File: src/core/xfer_pkg.sv
`default_nettype none
package xfer_pkg;
  // ==========================================================
  // Widths
  localparam int NIB_W   = 4;
  localparam int BYTE_W  = 8;
  localparam int ADC_W   = 10;
  localparam int ROM_W   = 10;
  localparam int PTR_W   = 3;
  localparam int PAGE_W  = 6;
  localparam int ROM_AW  = PAGE_W + PTR_W + NIB_W;
  // ==========================================================
  // Field positions
  localparam int ADC_HI_MSB   = 9;
  localparam int ADC_MID_MSB  = 5;
  localparam int ROM_PTR_MSB  = 9;
  localparam int ROM_BYTE_MSB = 7;
  // ==========================================================
  // Mode select value meaning comparator mode
  localparam logic MODE_COMPARE = 1'b1;
  // Reset value of nibble outputs
  localparam logic [3:0] NIB_RST = 4'h0;
  // ==========================================================
  // Instruction codes of this group
  typedef enum logic [3:0] {
    OP_LOAD_T2   = 4'h0,
    OP_LOAD_T3   = 4'h1,
    OP_LOAD_T4   = 4'h2,
    OP_COPY_AUX  = 4'h3,
    OP_READ_T1   = 4'h4,
    OP_READ_T2   = 4'h5,
    OP_READ_T3   = 4'h6,
    OP_READ_T4   = 4'h7,
    OP_READ_CONV = 4'h8,
    OP_WR_CMPREF = 4'h9,
    OP_READ_EXT  = 4'hA,
    OP_READ_ROM  = 4'hB,
    OP_READ_SER  = 4'hC,
    OP_READ_PTR  = 4'hD
  } op_t;
  // ==========================================================
  // Nibble pair: aux is the upper half, acc the lower
  typedef struct packed {
    logic [3:0] aux;
    logic [3:0] acc;
  } nib_pair_t;
  // Peripheral values read by this group
  typedef struct packed {
    logic [3:0][7:0] timer;
    logic [9:0]      conv;
    logic [7:0]      ext;
    logic [7:0]      ser;
  } periph_t;
endpackage
`default_nettype wire

File: src/core/rom_table_seq.sv
`default_nettype none
module rom_table_seq (
  input  wire logic                          sys_clk_i,
  input  wire logic                          sys_rst_i,
  input  wire logic                          start_i,
  input  wire logic [xfer_pkg::PAGE_W-1:0]   page_i,
  input  wire logic [xfer_pkg::PTR_W-1:0]    ptr_i,
  input  wire logic [xfer_pkg::NIB_W-1:0]    acc_i,
  input  wire logic [xfer_pkg::ROM_W-1:0]    rom_data_i,
  output logic                               rom_rd_o,
  output logic [xfer_pkg::ROM_AW-1:0]        rom_addr_o,
  output logic                               push_o,
  output logic                               pop_o,
  output logic                               busy_o,
  output logic                               fin_o,
  output logic [xfer_pkg::ROM_W-1:0]         word_o
);
  // ==========================================================
  // Three-cycle sequence: push, read, pop
  typedef enum logic [1:0] {
    S_IDLE = 2'b00,
    S_PUSH = 2'b01,
    S_READ = 2'b10,
    S_POP  = 2'b11
  } seq_t;

  seq_t                       state_reg, state_next;
  logic [xfer_pkg::ROM_AW-1:0] addr_reg;
  logic [xfer_pkg::ROM_W-1:0]  word_reg;

  // Next state
  always_comb begin
    case (state_reg)
      S_IDLE:  state_next = start_i ? S_PUSH : S_IDLE;
      S_PUSH:  state_next = S_READ;
      S_READ:  state_next = S_POP;
      S_POP:   state_next = S_IDLE;
      default: state_next = S_IDLE;
    endcase
  end

  // State, address latch and ROM word capture
  always_ff @(posedge sys_clk_i or posedge sys_rst_i) begin
    if (sys_rst_i) begin
      state_reg <= S_IDLE;
      addr_reg  <= '0;
      word_reg  <= '0;
    end else begin
      state_reg <= state_next;
      if (start_i && state_reg == S_IDLE) addr_reg <= {page_i, ptr_i, acc_i};
      if (state_reg == S_READ) word_reg <= rom_data_i;
    end
  end

  // Stack and ROM strobes
  assign push_o     = (state_reg == S_PUSH);
  assign rom_rd_o   = (state_reg == S_PUSH);
  assign pop_o      = (state_reg == S_POP);
  assign fin_o      = (state_reg == S_POP);
  assign busy_o     = (state_reg != S_IDLE);
  assign rom_addr_o = addr_reg;
  assign word_o     = word_reg;
endmodule
`default_nettype wire

File: src/core/xfer_exec.sv
// Contract
// - Load timer 2 and its reload: aux upper nibble, acc lower nibble.
// - Load timer 3 and its reload together: aux upper, acc lower.
// - Load timer 4 and primary reload together: aux upper, acc lower.
// - Timer reads: upper count nibble to aux, lower to acc.
// - Conversion mode read: result bits 9..6 to aux, 5..2 to acc.
// - Comparator mode read: result bits 7..4 to aux, 3..0 to acc.
// - Compare reference write: no-op in conversion mode, else aux:acc loaded.
// - Extra register read: bits 7..4 to aux, 3..0 to acc.
// - ROM read at page,pointer,acc; bits 9..8 to pointer, top cleared.
// - Serial shift read: upper nibble to aux, lower to acc.
// - Pointer read: pointer to acc bits 2..0, bit 3 zero.
`default_nettype none
module xfer_exec (
  input  wire logic                          sys_clk_i,
  input  wire logic                          sys_rst_i,
  input  wire logic                          op_valid_i,
  input  wire xfer_pkg::op_t                 op_i,
  input  wire logic [xfer_pkg::PAGE_W-1:0]   page_i,
  input  wire xfer_pkg::nib_pair_t           regs_i,
  input  wire logic [xfer_pkg::PTR_W-1:0]    ptr_i,
  input  wire logic                          compare_mode_select_i,
  input  wire xfer_pkg::periph_t             periph_i,
  input  wire logic [xfer_pkg::ROM_W-1:0]    rom_data_i,
  output logic                               busy_o,
  output logic                               done_o,
  output logic                               regs_we_acc_o,
  output logic                               regs_we_aux_o,
  output xfer_pkg::nib_pair_t                regs_o,
  output logic                               load_second_timer_o,
  output logic                               load_third_timer_o,
  output logic                               load_fourth_timer_o,
  output logic                               load_cmp_ref_o,
  output logic [xfer_pkg::BYTE_W-1:0]        load_data_o,
  output logic                               ptr_we_o,
  output logic [xfer_pkg::PTR_W-1:0]         ptr_o,
  output logic                               rom_rd_o,
  output logic [xfer_pkg::ROM_AW-1:0]        rom_addr_o,
  output logic                               stack_push_o,
  output logic                               stack_pop_o
);
  // ==========================================================
  // Decode
  logic                       seq_busy;
  logic                       seq_fin;
  logic [xfer_pkg::ROM_W-1:0] rom_word;
  wire  go      = op_valid_i && !seq_busy;
  wire  is_cmp  = (compare_mode_select_i == xfer_pkg::MODE_COMPARE);
  wire  rd_rom  = go && (op_i == xfer_pkg::OP_READ_ROM);
  wire  [7:0] ab_byte = {regs_i.aux, regs_i.acc};

  // Selects the byte returned by single-cycle reads
  function automatic logic [7:0] read_byte(input xfer_pkg::op_t op, input xfer_pkg::periph_t p,
                                           input logic cmp, input xfer_pkg::nib_pair_t r,
                                           input logic [2:0] ptr);
    case (op)
      xfer_pkg::OP_READ_T1:   read_byte = p.timer[0];
      xfer_pkg::OP_READ_T2:   read_byte = p.timer[1];
      xfer_pkg::OP_READ_T3:   read_byte = p.timer[2];
      xfer_pkg::OP_READ_T4:   read_byte = p.timer[3];
      xfer_pkg::OP_READ_CONV: read_byte = cmp ? p.conv[7:0]
                                              : p.conv[xfer_pkg::ADC_HI_MSB:2];
      xfer_pkg::OP_READ_EXT:  read_byte = p.ext;
      xfer_pkg::OP_READ_SER:  read_byte = p.ser;
      xfer_pkg::OP_COPY_AUX:  read_byte = {r.aux, r.aux};
      xfer_pkg::OP_READ_PTR:  read_byte = {4'h0, 1'b0, ptr};
      default:                read_byte = 8'h00;
    endcase
  endfunction

  // Which registers the single-cycle reads write
  wire  is_read  = go && (op_i inside {xfer_pkg::OP_READ_T1, xfer_pkg::OP_READ_T2, xfer_pkg::OP_READ_T3,
                                       xfer_pkg::OP_READ_T4, xfer_pkg::OP_READ_CONV, xfer_pkg::OP_READ_EXT,
                                       xfer_pkg::OP_READ_SER});
  wire  acc_only = go && (op_i inside {xfer_pkg::OP_COPY_AUX, xfer_pkg::OP_READ_PTR});
  wire  [7:0] rd_byte = read_byte(op_i, periph_i, is_cmp, regs_i, ptr_i);

  // Next values of the register-file write port
  xfer_pkg::nib_pair_t regs_next;
  logic                we_acc_next, we_aux_next;
  assign we_acc_next = is_read || acc_only || seq_fin;
  assign we_aux_next = is_read || seq_fin;
  assign regs_next   = seq_fin ? xfer_pkg::nib_pair_t'(rom_word[xfer_pkg::ROM_BYTE_MSB:0])
                               : xfer_pkg::nib_pair_t'(rd_byte);

  // Peripheral load strobes
  wire  ld_t2  = go && (op_i == xfer_pkg::OP_LOAD_T2);
  wire  ld_t3  = go && (op_i == xfer_pkg::OP_LOAD_T3);
  wire  ld_t4  = go && (op_i == xfer_pkg::OP_LOAD_T4);
  wire  ld_cmp = go && (op_i == xfer_pkg::OP_WR_CMPREF) && is_cmp;
  wire  one_cy = go && (op_i != xfer_pkg::OP_READ_ROM);

  // ==========================================================
  // ROM table read sequencer
  rom_table_seq u_seq (
    .sys_clk_i  (sys_clk_i),
    .sys_rst_i  (sys_rst_i),
    .start_i    (rd_rom),
    .page_i     (page_i),
    .ptr_i      (ptr_i),
    .acc_i      (regs_i.acc),
    .rom_data_i (rom_data_i),
    .rom_rd_o   (rom_rd_o),
    .rom_addr_o (rom_addr_o),
    .push_o     (stack_push_o),
    .pop_o      (stack_pop_o),
    .busy_o     (seq_busy),
    .fin_o      (seq_fin),
    .word_o     (rom_word)
  );
  assign busy_o = seq_busy;

  // ==========================================================
  // Registered outputs
  always_ff @(posedge sys_clk_i or posedge sys_rst_i) begin
    if (sys_rst_i) begin
      regs_o              <= '0;
      regs_we_acc_o       <= 1'b0;
      regs_we_aux_o       <= 1'b0;
      load_second_timer_o <= 1'b0;
      load_third_timer_o  <= 1'b0;
      load_fourth_timer_o <= 1'b0;
      load_cmp_ref_o      <= 1'b0;
      load_data_o         <= '0;
      ptr_we_o            <= 1'b0;
      ptr_o               <= '0;
      done_o              <= 1'b0;
    end else begin
      regs_o              <= regs_next;
      regs_we_acc_o       <= we_acc_next;
      regs_we_aux_o       <= we_aux_next;
      load_second_timer_o <= ld_t2;
      load_third_timer_o  <= ld_t3;
      load_fourth_timer_o <= ld_t4;
      load_cmp_ref_o      <= ld_cmp;
      load_data_o         <= ab_byte;
      ptr_we_o            <= seq_fin;
      ptr_o               <= {1'b0, rom_word[xfer_pkg::ROM_PTR_MSB:8]};
      done_o              <= one_cy || seq_fin;
    end
  end
endmodule
`default_nettype wire

File: config.mk
export PLATFORM = sky130hd
export DESIGN_NAME = xfer_exec
export DESIGN_NICKNAME = d
export VERILOG_FILES = /design/src/core/xfer_pkg.sv /design/src/core/rom_table_seq.sv /design/src/core/xfer_exec.sv
export SDC_FILE = /design/constraint.sdc
export NUM_CORES = 1
export LEC_CHECK = 0
export BUFFER_PORTS_ARGS = -buffer_cell sky130_fd_sc_hd__buf_2
export CAP_MARGIN = 15
export CORE_MARGIN = 2
export CORE_UTILIZATION = 25
export CTS_BUF_LIST = sky130_fd_sc_hd__clkbuf_4
export DETAILED_ROUTE_END_ITERATION = 8
export MAX_ROUTING_LAYER = met4
export SETUP_SLACK_MARGIN = 0.5
export SYNTH_ARGS = -nofsm -noshare
export SYNTH_HDL_FRONTEND = slang
export SYNTH_SLANG_ARGS = --single-unit
File: constraint.sdc
create_clock -name sys_clk_i -period 2.1 [get_ports sys_clk_i]
set_input_delay 0.315 -clock sys_clk_i [delete_from_list [all_inputs] [get_ports sys_clk_i]]
set_output_delay 0.315 -clock sys_clk_i [all_outputs]
set_load 0.03 [all_outputs]
# Word-level counts from Yosys, hierarchy flattened
# Cells that the tools add are included.
[classes] n_eq_ne=17 muxes=5 reduce_logical=21
[op_table] cell="case mux 8 bit (9 select lines)" n=1
[op_table] cell="== test 4 bit, second input constant" n=6
[op_table] cell="== test 4 x 3 -> 1 bit, second input constant" n=4
[op_table] cell="two-way mux 8 bit" n=2
[op_table] cell="logical AND 1 bit" n=11
[op_table] cell="== test 4 x 2 -> 1 bit, second input constant" n=2
[op_table] cell="case mux 2 bit (4 select lines)" n=1
[op_table] cell="nonzero test 7 bit" n=1
[op_table] cell="== test 2 bit, second input constant" n=2
[op_table] cell="== test 4 x 1 -> 1 bit, second input constant" n=1
[op_table] cell="logical NOT 4 bit" n=1
[op_table] cell="logical OR 1 bit" n=4
[op_table] cell="!= test 4 bit, second input constant" n=1
[op_table] cell="nonzero test 2 bit" n=2
[op_table] cell="== test 2 x 1 -> 1 bit, second input constant" n=1
[op_table] cell="logical NOT 2 bit" n=1
[op_table] cell="logical NOT 1 bit" n=1
[op_table] cell="two-way mux 1 bit" n=1
[totals] ff_bits=51 input_bits=93 out_inout_bits=44

# Longest topological paths before layout
# Gate-level depths: netlist of the first run.
[depth] depth_word=6 mapped_depth=7

# Cells and area by module
# Synthesis of the first run repeated with hierarchy kept, for this count alone.
[hier_totals] hier_cells=239 hier_area_um2=2776.4
[by_module_without_submodules] module="xfer_exec" n_inst=1 cells_per_inst=175 area_each_um2=1715.4 seq_area_each_um2=650.6
[by_module_without_submodules] module="rom_table_seq" n_inst=1 cells_per_inst=64 area_each_um2=1061.0 seq_area_each_um2=625.6

# Least setup slack after synthesis of the first run
# No wires, ideal clock.
[synth_path] path_kind="reg2reg" startpoint="reg u_seq.state_reg[0]" endpoint="reg u_seq.addr_reg, in the netlist u_seq.rom_addr_o[0]" setup_ns=0.125 t_arrival_ns=1.646 required_ns=1.975 setup_slack_ns=0.330 path_stages_with_launch=7 path_buffers=1 synth_period_minus_slack_ns=1.770 cell_sequence="dfrtp_1 > inv_1 > ha_1 > nand2_1 > nor3_2 > buf_4 > mux2_2"
[synth_via] elab_chain_cells=5
[synth_lines] item="start, declared" line="rom_table_seq.sv:27" rtl="seq_t state_reg, state_next;"
[synth_lines] item="start signal, assigned" line="rom_table_seq.sv:49" rtl="state_reg <= state_next;"
[synth_lines] item="nonzero test 2 bit" line="rom_table_seq.sv:60" rtl="assign busy_o = (state_reg != S_IDLE);"
[synth_lines] item="logical NOT 1 bit" line="xfer_exec.sv:47" rtl="wire go = op_valid_i && !seq_busy;"
[synth_lines] item="logical AND 1 bit" line="xfer_exec.sv:47"
[synth_lines] item="logical AND 1 bit" line="xfer_exec.sv:49" rtl="wire rd_rom = go && (op_i == xfer_pkg::OP_READ_ROM);"
[synth_lines] item="logical AND 1 bit (*)" line="rom_table_seq.sv:50" rtl="if (start_i && state_reg == S_IDLE) addr_reg <= {page_i, ptr_i, acc_i};"
[synth_lines] item="end signal, assigned" line="rom_table_seq.sv:50"
[synth_lines] item="end, declared" line="rom_table_seq.sv:28" rtl="logic [xfer_pkg::ROM_AW-1:0] addr_reg;"
# Mark *: on every way between the ends. The rest lies on a longest branch, timed or not.
# A chain may end at the register's enable or synchronous reset.

# Final worst setup path of the first run
[layout_path] startpoint="reg u_seq.state_reg[1]" endpoint="reg u_seq.addr_reg, in the netlist u_seq.rom_addr_o[5]"
# Same word-level chain as after synthesis.

==> run summary, run 1 <==
die extent in y -> 108 um
Pint -> 2.50 mW
antenna cells -> 0
DRC viols -> 0
Peak Freq -> 0.629 GHz
Post-synth ARST share -> 100%
largest cells by area after synthesis -> dfrtp_1 (47%), mux2_2 (10%), mux2i_1 (5.9%), nand3b_1 (4.5%), and3b_1 (1.9%)
final hold vios -> 0
DR WL/cell -> 16.6 um
most common flop cell mapped by yosys -> dfrtp_1
clock power share -> 17.1%
number of distinct library cells after synthesis -> 52
Final Max Slew Viols -> 0
max FFs per register -> 13
core area -> 10400 um^2
Worst-path clk slew -> 0.14 ns
gr usage total -> 15.2%
Worst Path Max Fanout -> 7
status -> completed
final setup vio count -> 0
relative slew slack -> 59.1%
vias in the first global route -> 2509
vias per cell -> 4.76
worst skew pair latency -> 0.35 ns
IO Count -> 137
Design Area, Final -> 3820 um^2
Vias -> 2466
Setup Skew -> 0.00540 ns
largest net degree at the start of global routing -> 31
CTS max path bufs -> 2
number of synthesized register bits -> 51
Hold Path Class -> input pin to flop
area leader, netlist -> dfrtp_1
clock root buffer -> clkbuf_4
drt pass-1 iters -> 4
global route overflow -> 0
CTS buffer count -> 5
Power per Cell Area -> 1050 nW/um^2
max-cap violations -> 0
unrepaired setup endpoints after global routing -> yes
share of power burned in registers -> 36.6%
dpl hpwl -> 6590 um
layout cells sized above 1 -> 52.1%
area of placed instances -> 3510 um^2
commonest non-fill, non-tap cell in the layout -> buf_2
setup_tns -> 0 ns
Gate Count Post-Synth -> 241
Starting Density -> 25.9%
CTS Sinks -> 51
final wirelength -> 8610 um
post-synth top area share -> 47.3%
Antenna Nets Post-Route -> 0
Post-synth EDFFs -> 0
total power draw -> 4.02 mW
Slew @ Worst Pin -> 0.612 ns
GPL Wtd Cong -> 0.851
leakage -> 1.92 nW
global-route wire length before repair -> 13100 um
sequential element share of the synthesized area -> 47.3%
Hold Slack -> 0.0705 ns
final-stage net count -> 478
Net Switching -> 1.53 mW
Yosys Warn Count -> 0
fin crit period -> 1.59 ns
critical path type -> flop to flop
CTS tree -> done
crit share post-route -> 75.7%
Core Rows -> 37
switching part of the total -> 37.9%
Worst setup SP type -> flop
syn nets -> 338
Chip Width -> 108 um
commonest non-fill, non-tap cells in the layout -> buf_2 (131), dfrtp_1 (51), mux2i_1 (16), nand3b_1 (16), buf_4 (14)
average size of a mapped cell -> 11.2 um^2
Area Growth Syn to Fin -> 41.7%
Setup crit end kind -> flop
IO buf count -> 135
Worst VDD drop -> 0.555 mV
number of DRC markers in iteration 0 -> 107
Die ar. -> 11600 um^2
Worst Path Required -> 2.35 ns
htree depth -> 2
Syn Std Cell Area -> 2700 um^2
CP arrival -> 1.84 ns
Gate power share -> 46.3%
initial antenna violation count -> 0
## area by class of cell
| cell class | instances | area [um^2] |
|---|---|---|
| Fill cell | 1070 | 6590 |
| Timing Repair Buffer | 154 | 870 |
| Sequential cell | 51 | 1280 |
| Multi-Input combinational cell | 164 | 1380 |
| Clock buffer | 6 | 45.0 |
| Inverter | 5 | 21.3 |
| Clock inverter | 2 | 60.1 |
| Tap cell | 136 | 170 |
## worst max-delay path, cell delays in order, from the launching register on
cell	delay (ns)
dfrtp_1	0.45
inv_2	0.10
ha_4	0.17
nand2_4	0.07
nor3_4	0.19
buf_6	0.20
mux2_4	0.31
## cells by family after synthesis
logic type / after synthesis / synth area share, %
and+or+nand+nor: 75 / 18.4
DFF: 51 / 47.3
AOI/OAI and AO/OA: 44 / 11.4
muxes: 40 / 16.0
buffers and inverters: 26 / 4.92
adders and majority gates: 4 / 1.86
other: 1 / 0.139
## final timing paths
path / start / to / slack [ns] / cells after the start
max in group asynchronous: sys_rst_i / load_data_o[4] / 1.04 / 4
max: u_seq.state_reg[1] / u_seq.rom_addr_o[5] / 0.51 / 6
max reg2reg: u_seq.state_reg[1] / u_seq.rom_addr_o[5] / 0.51 / 6
min reg2reg: u_seq.word_o[8] / ptr_o[0] / 0.39 / 0
min: regs_i[2] / load_data_o[2] / 0.07 / 1
min in group asynchronous: sys_rst_i / load_data_o[2] / 0.52 / 3
## metrics by stage
stage / std cells / util [%] / worst slack, ns
3_5_place_dp: 499 / 33.7 / 0.0900
2_1_floorplan: 241 / - / 0.517
4_1_cts: 517 / 36.5 / 0.472
3_3_place_gp: 499 / 33.7 / 0.0886
5_1_grt: 518 / 36.7 / 0.461
6_report: 518 / 36.7 / 0.510
## per-layer routing
metal | global-route usage (%) | vias up | routed length [um]
li1 | - | 1163 | -
met1 | 18.7 | 1187 | 3610
met2 | 25.3 | 106 | 4240
met3 | 3.63 | 10 | 605
met4 | 3.75 | 0 | 148
met5 | - | - | 0
## cell usage after synthesis, types with 4 or more instances
cell type,instances
a211oi_1,4
a21o_1,4
a21oi_1,5
and3b_1,6
buf_2,10
buf_4,4
clkbuf_1,5
dfrtp_1,51
ha_1,4
inv_1,5
mux2_2,24
mux2i_1,16
nand2_1,13
nand3b_1,16
nor2_1,7
o21ai_0,7
## power by group through the flow
stage | clock, mW | sequential [mW] | combinational (mW)
CTS | 0.718 | 1.48 | 1.84
global route | 0.761 | 1.51 | 1.98
floorplan | 0 | 1.92 | 0.657
global placement | 0 | 1.48 | 1.60
detailed placement | 0 | 1.49 | 1.61
finish | 0.688 | 1.47 | 1.86
## timing repair
item	4_1_cts	5_1_grt
endpoints found under the setup margin	17	18
buffers inserted	8	1
pin swaps	3	3
hold endpoints to repair	21	0
gates cloned	1	0
hold buffers	1	0
gates resized for setup	31	5
Note: power is estimated with default switching activity, not from simulation.
==> run 2: changes to the inputs <==
==> constraint.sdc (replaced) <==
create_clock -name sys_clk_i -period 1.5 [get_ports sys_clk_i]
set_input_delay 0.225 -clock sys_clk_i [delete_from_list [all_inputs] [get_ports sys_clk_i]]
set_output_delay 0.225 -clock sys_clk_i [all_outputs]
set_load 0.03 [all_outputs]
==> run 2 against run 1 <==
Effect of this change: the flow now finishes with violations (setup timing); critical path depth grew 1; register-to-register slack lost 0.59 ns; worst hold slack is essentially flat; final area grew 18%; via count grew 5.8%; sequential share of layout area shrank 5.0 points; wire length grew 9.7%; fmax grew 0.72%; critical endpoint is now u_seq.rom_addr_o[6]; largest power group unchanged.
==> run summary, run 2 (synthesis gave the netlist of run 1 again) <==
failing checks -> setup timing
CP arrival -> 1.85 ns (was 1.84 ns)
vias in the first global route -> 2771 (was 2509)
Worst setup SP type -> flop (unchanged)
Final Max Slew Viols -> 0 (unchanged)
global-route wire length before repair -> 14200 um (was 13100 um)
Setup Skew -> 0.0165 ns (was 0.00540 ns)
final-stage net count -> 518 (was 478)
core area -> 10400 um^2 (unchanged)
Worst Path Required -> 1.77 ns (was 2.35 ns)
leakage -> 2.17 nW (was 1.92 nW)
relative slew slack -> 66.6% (was 59.1%)
htree depth -> 2 (unchanged)
Pint -> 3.87 mW (was 2.50 mW)
status -> finished, violations left (was completed)
Peak Freq -> 0.633 GHz (was 0.629 GHz)
CTS max path bufs -> 2 (unchanged)
Power per Cell Area -> 1380 nW/um^2 (was 1050 nW/um^2)
Setup crit end kind -> flop (unchanged)
Starting Density -> 25.9% (unchanged)
area of the multi-input gates -> 1450 um^2 (was 1380 um^2)
dpl hpwl -> 7310 um (was 6590 um)
final setup margin -> -0.0789 ns (was 0.510 ns)
Critical path origin -> u_seq.state_reg[0] (was u_seq.state_reg[1])
commonest non-fill, non-tap cells in the layout -> buf_2 (93), dfrtp_1 (51), buf_6 (49), buf_4 (36) (was buf_2 (131), dfrtp_1 (51), mux2i_1 (16), nand3b_1 (16), buf_4 (14))
worst reg-to-reg setup slack -> -0.08 ns (was 0.51 ns)
worst skew pair latency -> 0.37 ns (was 0.35 ns)
initial antenna violation count -> 1 (was 0)
area of placed instances -> 3840 um^2 (was 3510 um^2)
final setup vio count -> 18 (was 0)
CTS tree -> done (unchanged)
layout cells sized above 1 -> 57.6% (was 52.1%)
final hold vios -> 0 (unchanged)
max-cap violations -> 0 (unchanged)
Core Rows -> 37 (unchanged)
Worst Path Max Fanout -> 14 (was 7)
DRC viols -> 0 (unchanged)
clock root buffer -> clkbuf_4 (unchanged)
worst r2r src -> u_seq.state_reg[0] (was u_seq.state_reg[1])
max FFs per register -> 13 (unchanged)
largest net degree at the start of global routing -> 21 (was 31)
reg2reg end -> u_seq.rom_addr_o[6] (was u_seq.rom_addr_o[5])
CTS Sinks -> 51 (unchanged)
Gate power share -> 55.0% (was 46.3%)
Antenna Nets Post-Route -> 0 (unchanged)
CTS buffer count -> 5 (unchanged)
Chip Width -> 108 um (unchanged)
GPL Wtd Cong -> 0.973 (was 0.851)
share of power burned in registers -> 34.6% (was 36.6%)
final wirelength -> 9440 um (was 8610 um)
fin crit period -> 1.58 ns (was 1.59 ns)
drt pass-1 iters -> 6 (was 4)
IO Count -> 137 (unchanged)
Area Growth Syn to Fin -> 66.9% (was 41.7%)
final core occ -> 43.2% (was 36.7%)
Die ar. -> 11600 um^2 (unchanged)
IO buf count -> 135 (unchanged)
number of DRC markers in iteration 0 -> 74 (was 107)
worst reg-to-reg path cell count -> 7 (was 6)
switching part of the total -> 37.9% (about the same)
vias per cell -> 4.67 (was 4.76)
global route overflow -> 0 (unchanged)
unrepaired setup endpoints after global routing -> yes (unchanged)
commonest non-fill, non-tap cell in the layout -> buf_2 (unchanged)
critical path type -> flop to flop (unchanged)
Fillers -> 1029 (was 1070)
die extent in y -> 108 um (unchanged)
Worst VDD drop -> 0.888 mV (was 0.555 mV)
clock power share -> 10.5% (was 17.1%)
Vias -> 2609 (was 2466)
Net Switching -> 2.36 mW (was 1.53 mW)
crit path to -> u_seq.rom_addr_o[6] (was u_seq.rom_addr_o[5])
Worst-path clk slew -> 0.17 ns (was 0.14 ns)
Design Area, Final -> 4500 um^2 (was 3820 um^2)
crit share post-route -> 105% (was 75.7%)
gr usage total -> 16.5% (was 15.2%)
Slew @ Worst Pin -> 0.500 ns (was 0.612 ns)
Register Area -> 1280 um^2 (unchanged)
Hold Path Class -> input pin to flop (unchanged)
DR WL/cell -> 16.9 um (was 16.6 um)
==> run 2: power by group through the flow <==
stage	logic (mW)	clock network (mW)	registers, mW
floorplan	1.02	0	2.69
global placement	2.52	0	2.07
detailed placement	2.54	0	2.09
CTS	3.20	0.696	2.15
global route	3.64	0.758	2.21
finish	3.43	0.652	2.15
==> run 2: how the worst min path moves through the flow <==
stage | start | end | slack, ns | cells past startpoint
floorplan | regs_i[0] | load_data_o[0] | 0.26 | 0
global placement | sys_rst_i | u_seq.state_reg[1] | 0.29 | 2
detailed placement | sys_rst_i | u_seq.state_reg[1] | 0.29 | 2
CTS | regs_i[4] | load_data_o[4] | 0.005 | 1
global route | page_i[0] | u_seq.rom_addr_o[7] | 0.03 | 2
finish | rom_data_i[2] | u_seq.word_o[2] | 0.07 | 2
==> run 2: per-stage QoR <==
step	power, mW	setup TNS (ns)	worst slack (ns)	hold slack [ns]	std cells
after detailed placement	4.63	-1.28	-0.220	0.292	528
after floorplan	3.71	-0.204	-0.0226	0.256	241
after CTS	6.05	-1.42	-0.0967	0.00527	552
after global placement	4.58	-0.890	-0.131	0.285	528
final	6.23	-1.10	-0.0789	0.0707	559
after global routing	6.60	-2.19	-0.152	0.0315	559
==> run 2: routing by layer <==
layer  wire length (um)  GRT usage (%)
met2               4860           29.2
met5                  0              -
met3                498           2.97
met4                 66           2.56
met1               4020           20.1
==> run 2: what timing repair did <==
item / CTS / global route
gates resized for setup: 99 / 19
hold buffers: 8 / 1
pin swaps: 4 / 1
endpoints found under the hold margin: 24 / 1
setup endpoints to repair: 82 / 82
buffers inserted: 8 / 5
gates cloned: 0 / 0
==> run 2: cell type report <==
| cell class | count | area share (%) |
|---|---|---|
| diodes | 1 | 0.0556 |
| clock buffers | 5 | 0.834 |
| clock inverters | 3 | 0.556 |
| inverters | 5 | 0.584 |
| multi-input cells | 164 | 32.1 |
| flip-flops and latches | 51 | 28.3 |
| well taps | 136 | 3.78 |
| repair buffers | 194 | 33.7 |
==> run 2: critical path: stages, from the launching register on <==
cell and delay, ns:
dfrtp_1 0.45, inv_2 0.10, ha_4 0.13, buf_4 0.11, nand2_4 0.05, nor3_4 0.14
buf_12 0.19, mux2_4 0.31
==> run 3: changes to the inputs <==
--- a/config.mk
+++ b/config.mk
@@ -6,13 +6,14 @@
 export NUM_CORES = 1
 export LEC_CHECK = 0
 export BUFFER_PORTS_ARGS = -buffer_cell sky130_fd_sc_hd__buf_2
-export CAP_MARGIN = 15
 export CORE_MARGIN = 2
 export CORE_UTILIZATION = 25
 export CTS_BUF_LIST = sky130_fd_sc_hd__clkbuf_4
+export CTS_CLUSTER_SIZE = 16
 export DETAILED_ROUTE_END_ITERATION = 8
 export MAX_ROUTING_LAYER = met4
 export SETUP_SLACK_MARGIN = 0.5
 export SYNTH_ARGS = -nofsm -noshare
 export SYNTH_HDL_FRONTEND = slang
+export SYNTH_HIERARCHICAL = 1
 export SYNTH_SLANG_ARGS = --single-unit
==> run 3 against run 2 <==
Effect of this change: the run still ends with setup timing left; sequential cell count unchanged; highest routed layer unchanged; fmax down 1.6%; clock skew is 0.0019 ns higher; synthesized area increased by 2.9%.
==> run summary, run 3 <==
status -> finished, violations left (unchanged)
failing checks -> setup timing (unchanged)
drt pass-1 iters -> 4 (was 6)
max FFs per register -> 13 (unchanged)
WHS Path Cells -> 2 (unchanged)
Starting Density -> 25.6% (was 25.9%)
max-cap violations -> 0 (unchanged)
area of placed instances -> 3920 um^2 (was 3840 um^2)
worst r2r src -> u_seq/state_reg[1] (was u_seq.state_reg[0])
number of DRC markers in iteration 0 -> 64 (was 74)
htree depth -> 2 (unchanged)
average size of a mapped cell -> 11.6 um^2 (was 11.2 um^2)
CP arrival -> 1.38 ns (was 1.85 ns)
vias in the first global route -> 2793 (was 2771)
most common flop cell mapped by yosys -> dfrtp_1 (unchanged)
gr usage total -> 16.0% (was 16.5%)
hold path startpoint -> page_i[1] (was rom_data_i[2])
critical path type -> flop to output pin (was flop to flop)
commonest non-fill, non-tap cells in the layout -> buf_2 (92), dfrtp_1 (51), buf_6 (50), buf_4 (42) (was buf_2 (93), dfrtp_1 (51), buf_6 (49), buf_4 (36))
largest net degree at the start of global routing -> 26 (was 21)
Design Area, Final -> 4700 um^2 (was 4500 um^2)
Post-synth ARST share -> 100% (unchanged)
Setup crit end kind -> output pin (was flop)
Cell Count Post-Placement -> 539 (was 528)
leakage -> 2.30 nW (was 2.17 nW)
Worst-path clk slew -> 0.17 ns (about the same)
Area Growth Syn to Fin -> 69.2% (was 66.9%)
core area -> 10800 um^2 (was 10400 um^2)
Post-synth EDFFs -> 0 (unchanged)
dpl hpwl -> 7250 um (was 7310 um)
Worst VDD drop -> 0.796 mV (was 0.888 mV)
Critical path origin -> u_seq/state_reg[1] (was u_seq.state_reg[0])
initial antenna violation count -> 1 (unchanged)
final hold vios -> 0 (unchanged)
Peak Freq -> 0.623 GHz (was 0.633 GHz)
sequential element share of the synthesized area -> 46.0% (was 47.3%)
post-synth top area share -> 46.0% (was 47.3%)
Worst Path Max Fanout -> 2 (was 14)
Chip Width -> 109 um (was 108 um)
Worst Hold End -> u_seq/rom_addr_o[8] (was u_seq.word_o[2])
largest cells by area after synthesis -> dfrtp_1 (46%), mux2_2 (6.1%), mux2_4 (5.9%), mux2i_1 (4.3%), ha_1 (2.7%) (was dfrtp_1 (47%), mux2_2 (10%), mux2i_1 (5.9%), nand3b_1 (4.5%), and3b_1 (1.9%))
IO buf count -> 135 (unchanged)
CTS Sinks -> 51 (unchanged)
worst reg-to-reg setup slack -> -0.10 ns (was -0.08 ns)
Antenna Nets Post-Route -> 0 (unchanged)
Final Max Slew Viols -> 0 (unchanged)
Core Rows -> 38 (was 37)
CTS buffer count -> 5 (unchanged)
final setup vio count -> 18 (unchanged)
vias per cell -> 4.57 (was 4.67)
syn nets -> 338 (unchanged)
Power per Cell Area -> 1410 nW/um^2 (was 1380 nW/um^2)
final wirelength -> 9280 um (was 9440 um)
fin crit period -> 1.61 ns (was 1.58 ns)
Die ar. -> 12000 um^2 (was 11600 um^2)
final setup margin -> -0.105 ns (was -0.0789 ns)
die extent in y -> 109 um (was 108 um)
Setup Skew -> 0.0184 ns (was 0.0165 ns)
crit share post-route -> 107% (was 105%)
commonest non-fill, non-tap cell in the layout -> buf_2 (unchanged)
Worst setup SP type -> flop (unchanged)
CTS max path bufs -> 2 (unchanged)
clock root buffer -> clkbuf_4 (unchanged)
Yosys Warn Count -> 6 (was 0)
final-stage net count -> 529 (was 518)
Syn Std Cell Area -> 2780 um^2 (was 2700 um^2)
worst reg-to-reg path cell count -> 8 (was 7)
global-route wire length before repair -> 14100 um (was 14200 um)
top cells by instance count after synthesis -> dfrtp_1 (51), nand2_1 (17), mux2_2 (15) (was dfrtp_1 (51), mux2_2 (24), mux2i_1 (16), nand3b_1 (16), nand2_1 (13))
layout cells sized above 1 -> 63.8% (was 57.6%)
CTS tree -> done (unchanged)
global route overflow -> 0 (unchanged)
number of distinct library cells after synthesis -> 54 (was 52)
worst skew pair latency -> 0.39 ns (was 0.37 ns)
Layout Cells excl Fill -> 572 (was 559)
Hold Slack -> 0.0473 ns (was 0.0707 ns)
IO Count -> 137 (unchanged)
count leader, synth -> dfrtp_1 (unchanged)
GPL Wtd Cong -> 0.847 (was 0.973)
Gate Count Post-Synth -> 239 (was 241)
Hold Path Class -> input pin to flop (unchanged)
number of synthesized register bits -> 51 (unchanged)
Worst Path Required -> 1.27 ns (was 1.77 ns)
reg2reg end -> u_seq/rom_addr_o[4] (was u_seq.rom_addr_o[6])
DRC viols -> 0 (unchanged)
DR WL/cell -> 16.2 um (was 16.9 um)
unrepaired setup endpoints after global routing -> yes (unchanged)
area leader, netlist -> dfrtp_1 (unchanged)
Vias -> 2614 (was 2609)
run 3: cell types whose count changed in the layout (fill, tap and decap cells not counted), moves of 4 or more:
cell / change
o21ai_0: -4
nand3_1: +4
buf_4: +6
inv_1: +5
nor3_1: +4
nand3b_1: -14
mux2i_1: -4
and3b_1: -6
buf_8: +5
run 3: worst max path at each step:
stage,endpoint,slack [ns],cells past startpoint
finish,stack_push_o,-0.11,5
global route,u_seq/rom_addr_o[4],-0.20,8
CTS,u_seq/rom_addr_o[5],-0.15,8
detailed placement,u_seq/rom_addr_o[2],-0.14,8
global placement,u_seq/rom_addr_o[8],-0.11,8
floorplan,u_seq/rom_addr_o[0],-0.19,8
run 3: per-stage QoR:
step | TNS (ns) | power (mW) | utilization, % | setup WS (ns)
finish | -1.48 | 6.65 | 43.3 | -0.105
global route | -3.25 | 7.01 | 43.3 | -0.199
CTS | -2.08 | 6.39 | 41.8 | -0.154
detailed placement | -1.82 | 4.89 | 36.1 | -0.140
global placement | -1.42 | 4.83 | 36.1 | -0.112
floorplan | -1.92 | 3.89 | - | -0.189
run 3: cells by family after synthesis:
logic type / synth area share, %
buffers and inverters: 6.40
multiplexers: 18.0
AND/OR/NAND/NOR: 12.9
AO/OA/AOI/OAI: 13.9
other: 0.135
adder cells (fa/ha/maj): 2.70
flip-flops: 46.0
run 3: critical path, stage by stage, from the launching register on:
cell and delay [ns]:
dfrtp_1 0.41, inv_2 0.07, buf_4 0.13, buf_6 0.11
ha_4 0.16, buf_6 0.13
run 3: layout make-up:
cell class / count / area (um^2)
repair buffers: 203 / 1600
clock inverters: 3 / 27.5
multi-input cells: 159 / 1530
inverters: 10 / 42.5
flip-flops and latches: 51 / 1280
well taps: 140 / 175
diodes: 1 / 2.50
fillers: 1034 / 6140
clock buffers: 5 / 37.5
run 3: routing by layer:
metal,vias up,part of all wire (%),global-route usage (%),wire [um]
li1,1246,-,-,-
met1,1258,42,19.1,3870
met2,98,50,27.4,4630
met3,12,7.2,3.38,665
met4,0,1.3,4.25,121
met5,-,0,-,0
run 3: power by group:
part / total, mW / switching (mW) / internal (mW) / leakage, nW
Combinational: 3.83 / 1.78 / 2.05 / 1.62
Sequential: 2.14 / 0.303 / 1.83 / 0.641
Clock: 0.681 / 0.483 / 0.198 / 0.0333
run 3: repair_timing:
action,4_1_cts,5_1_grt
buffers inserted,7,8
hold buffers,9,0
hold endpoints to repair,59,0
gates resized for setup,113,24
setup endpoints to repair,83,83
pin swaps,5,9
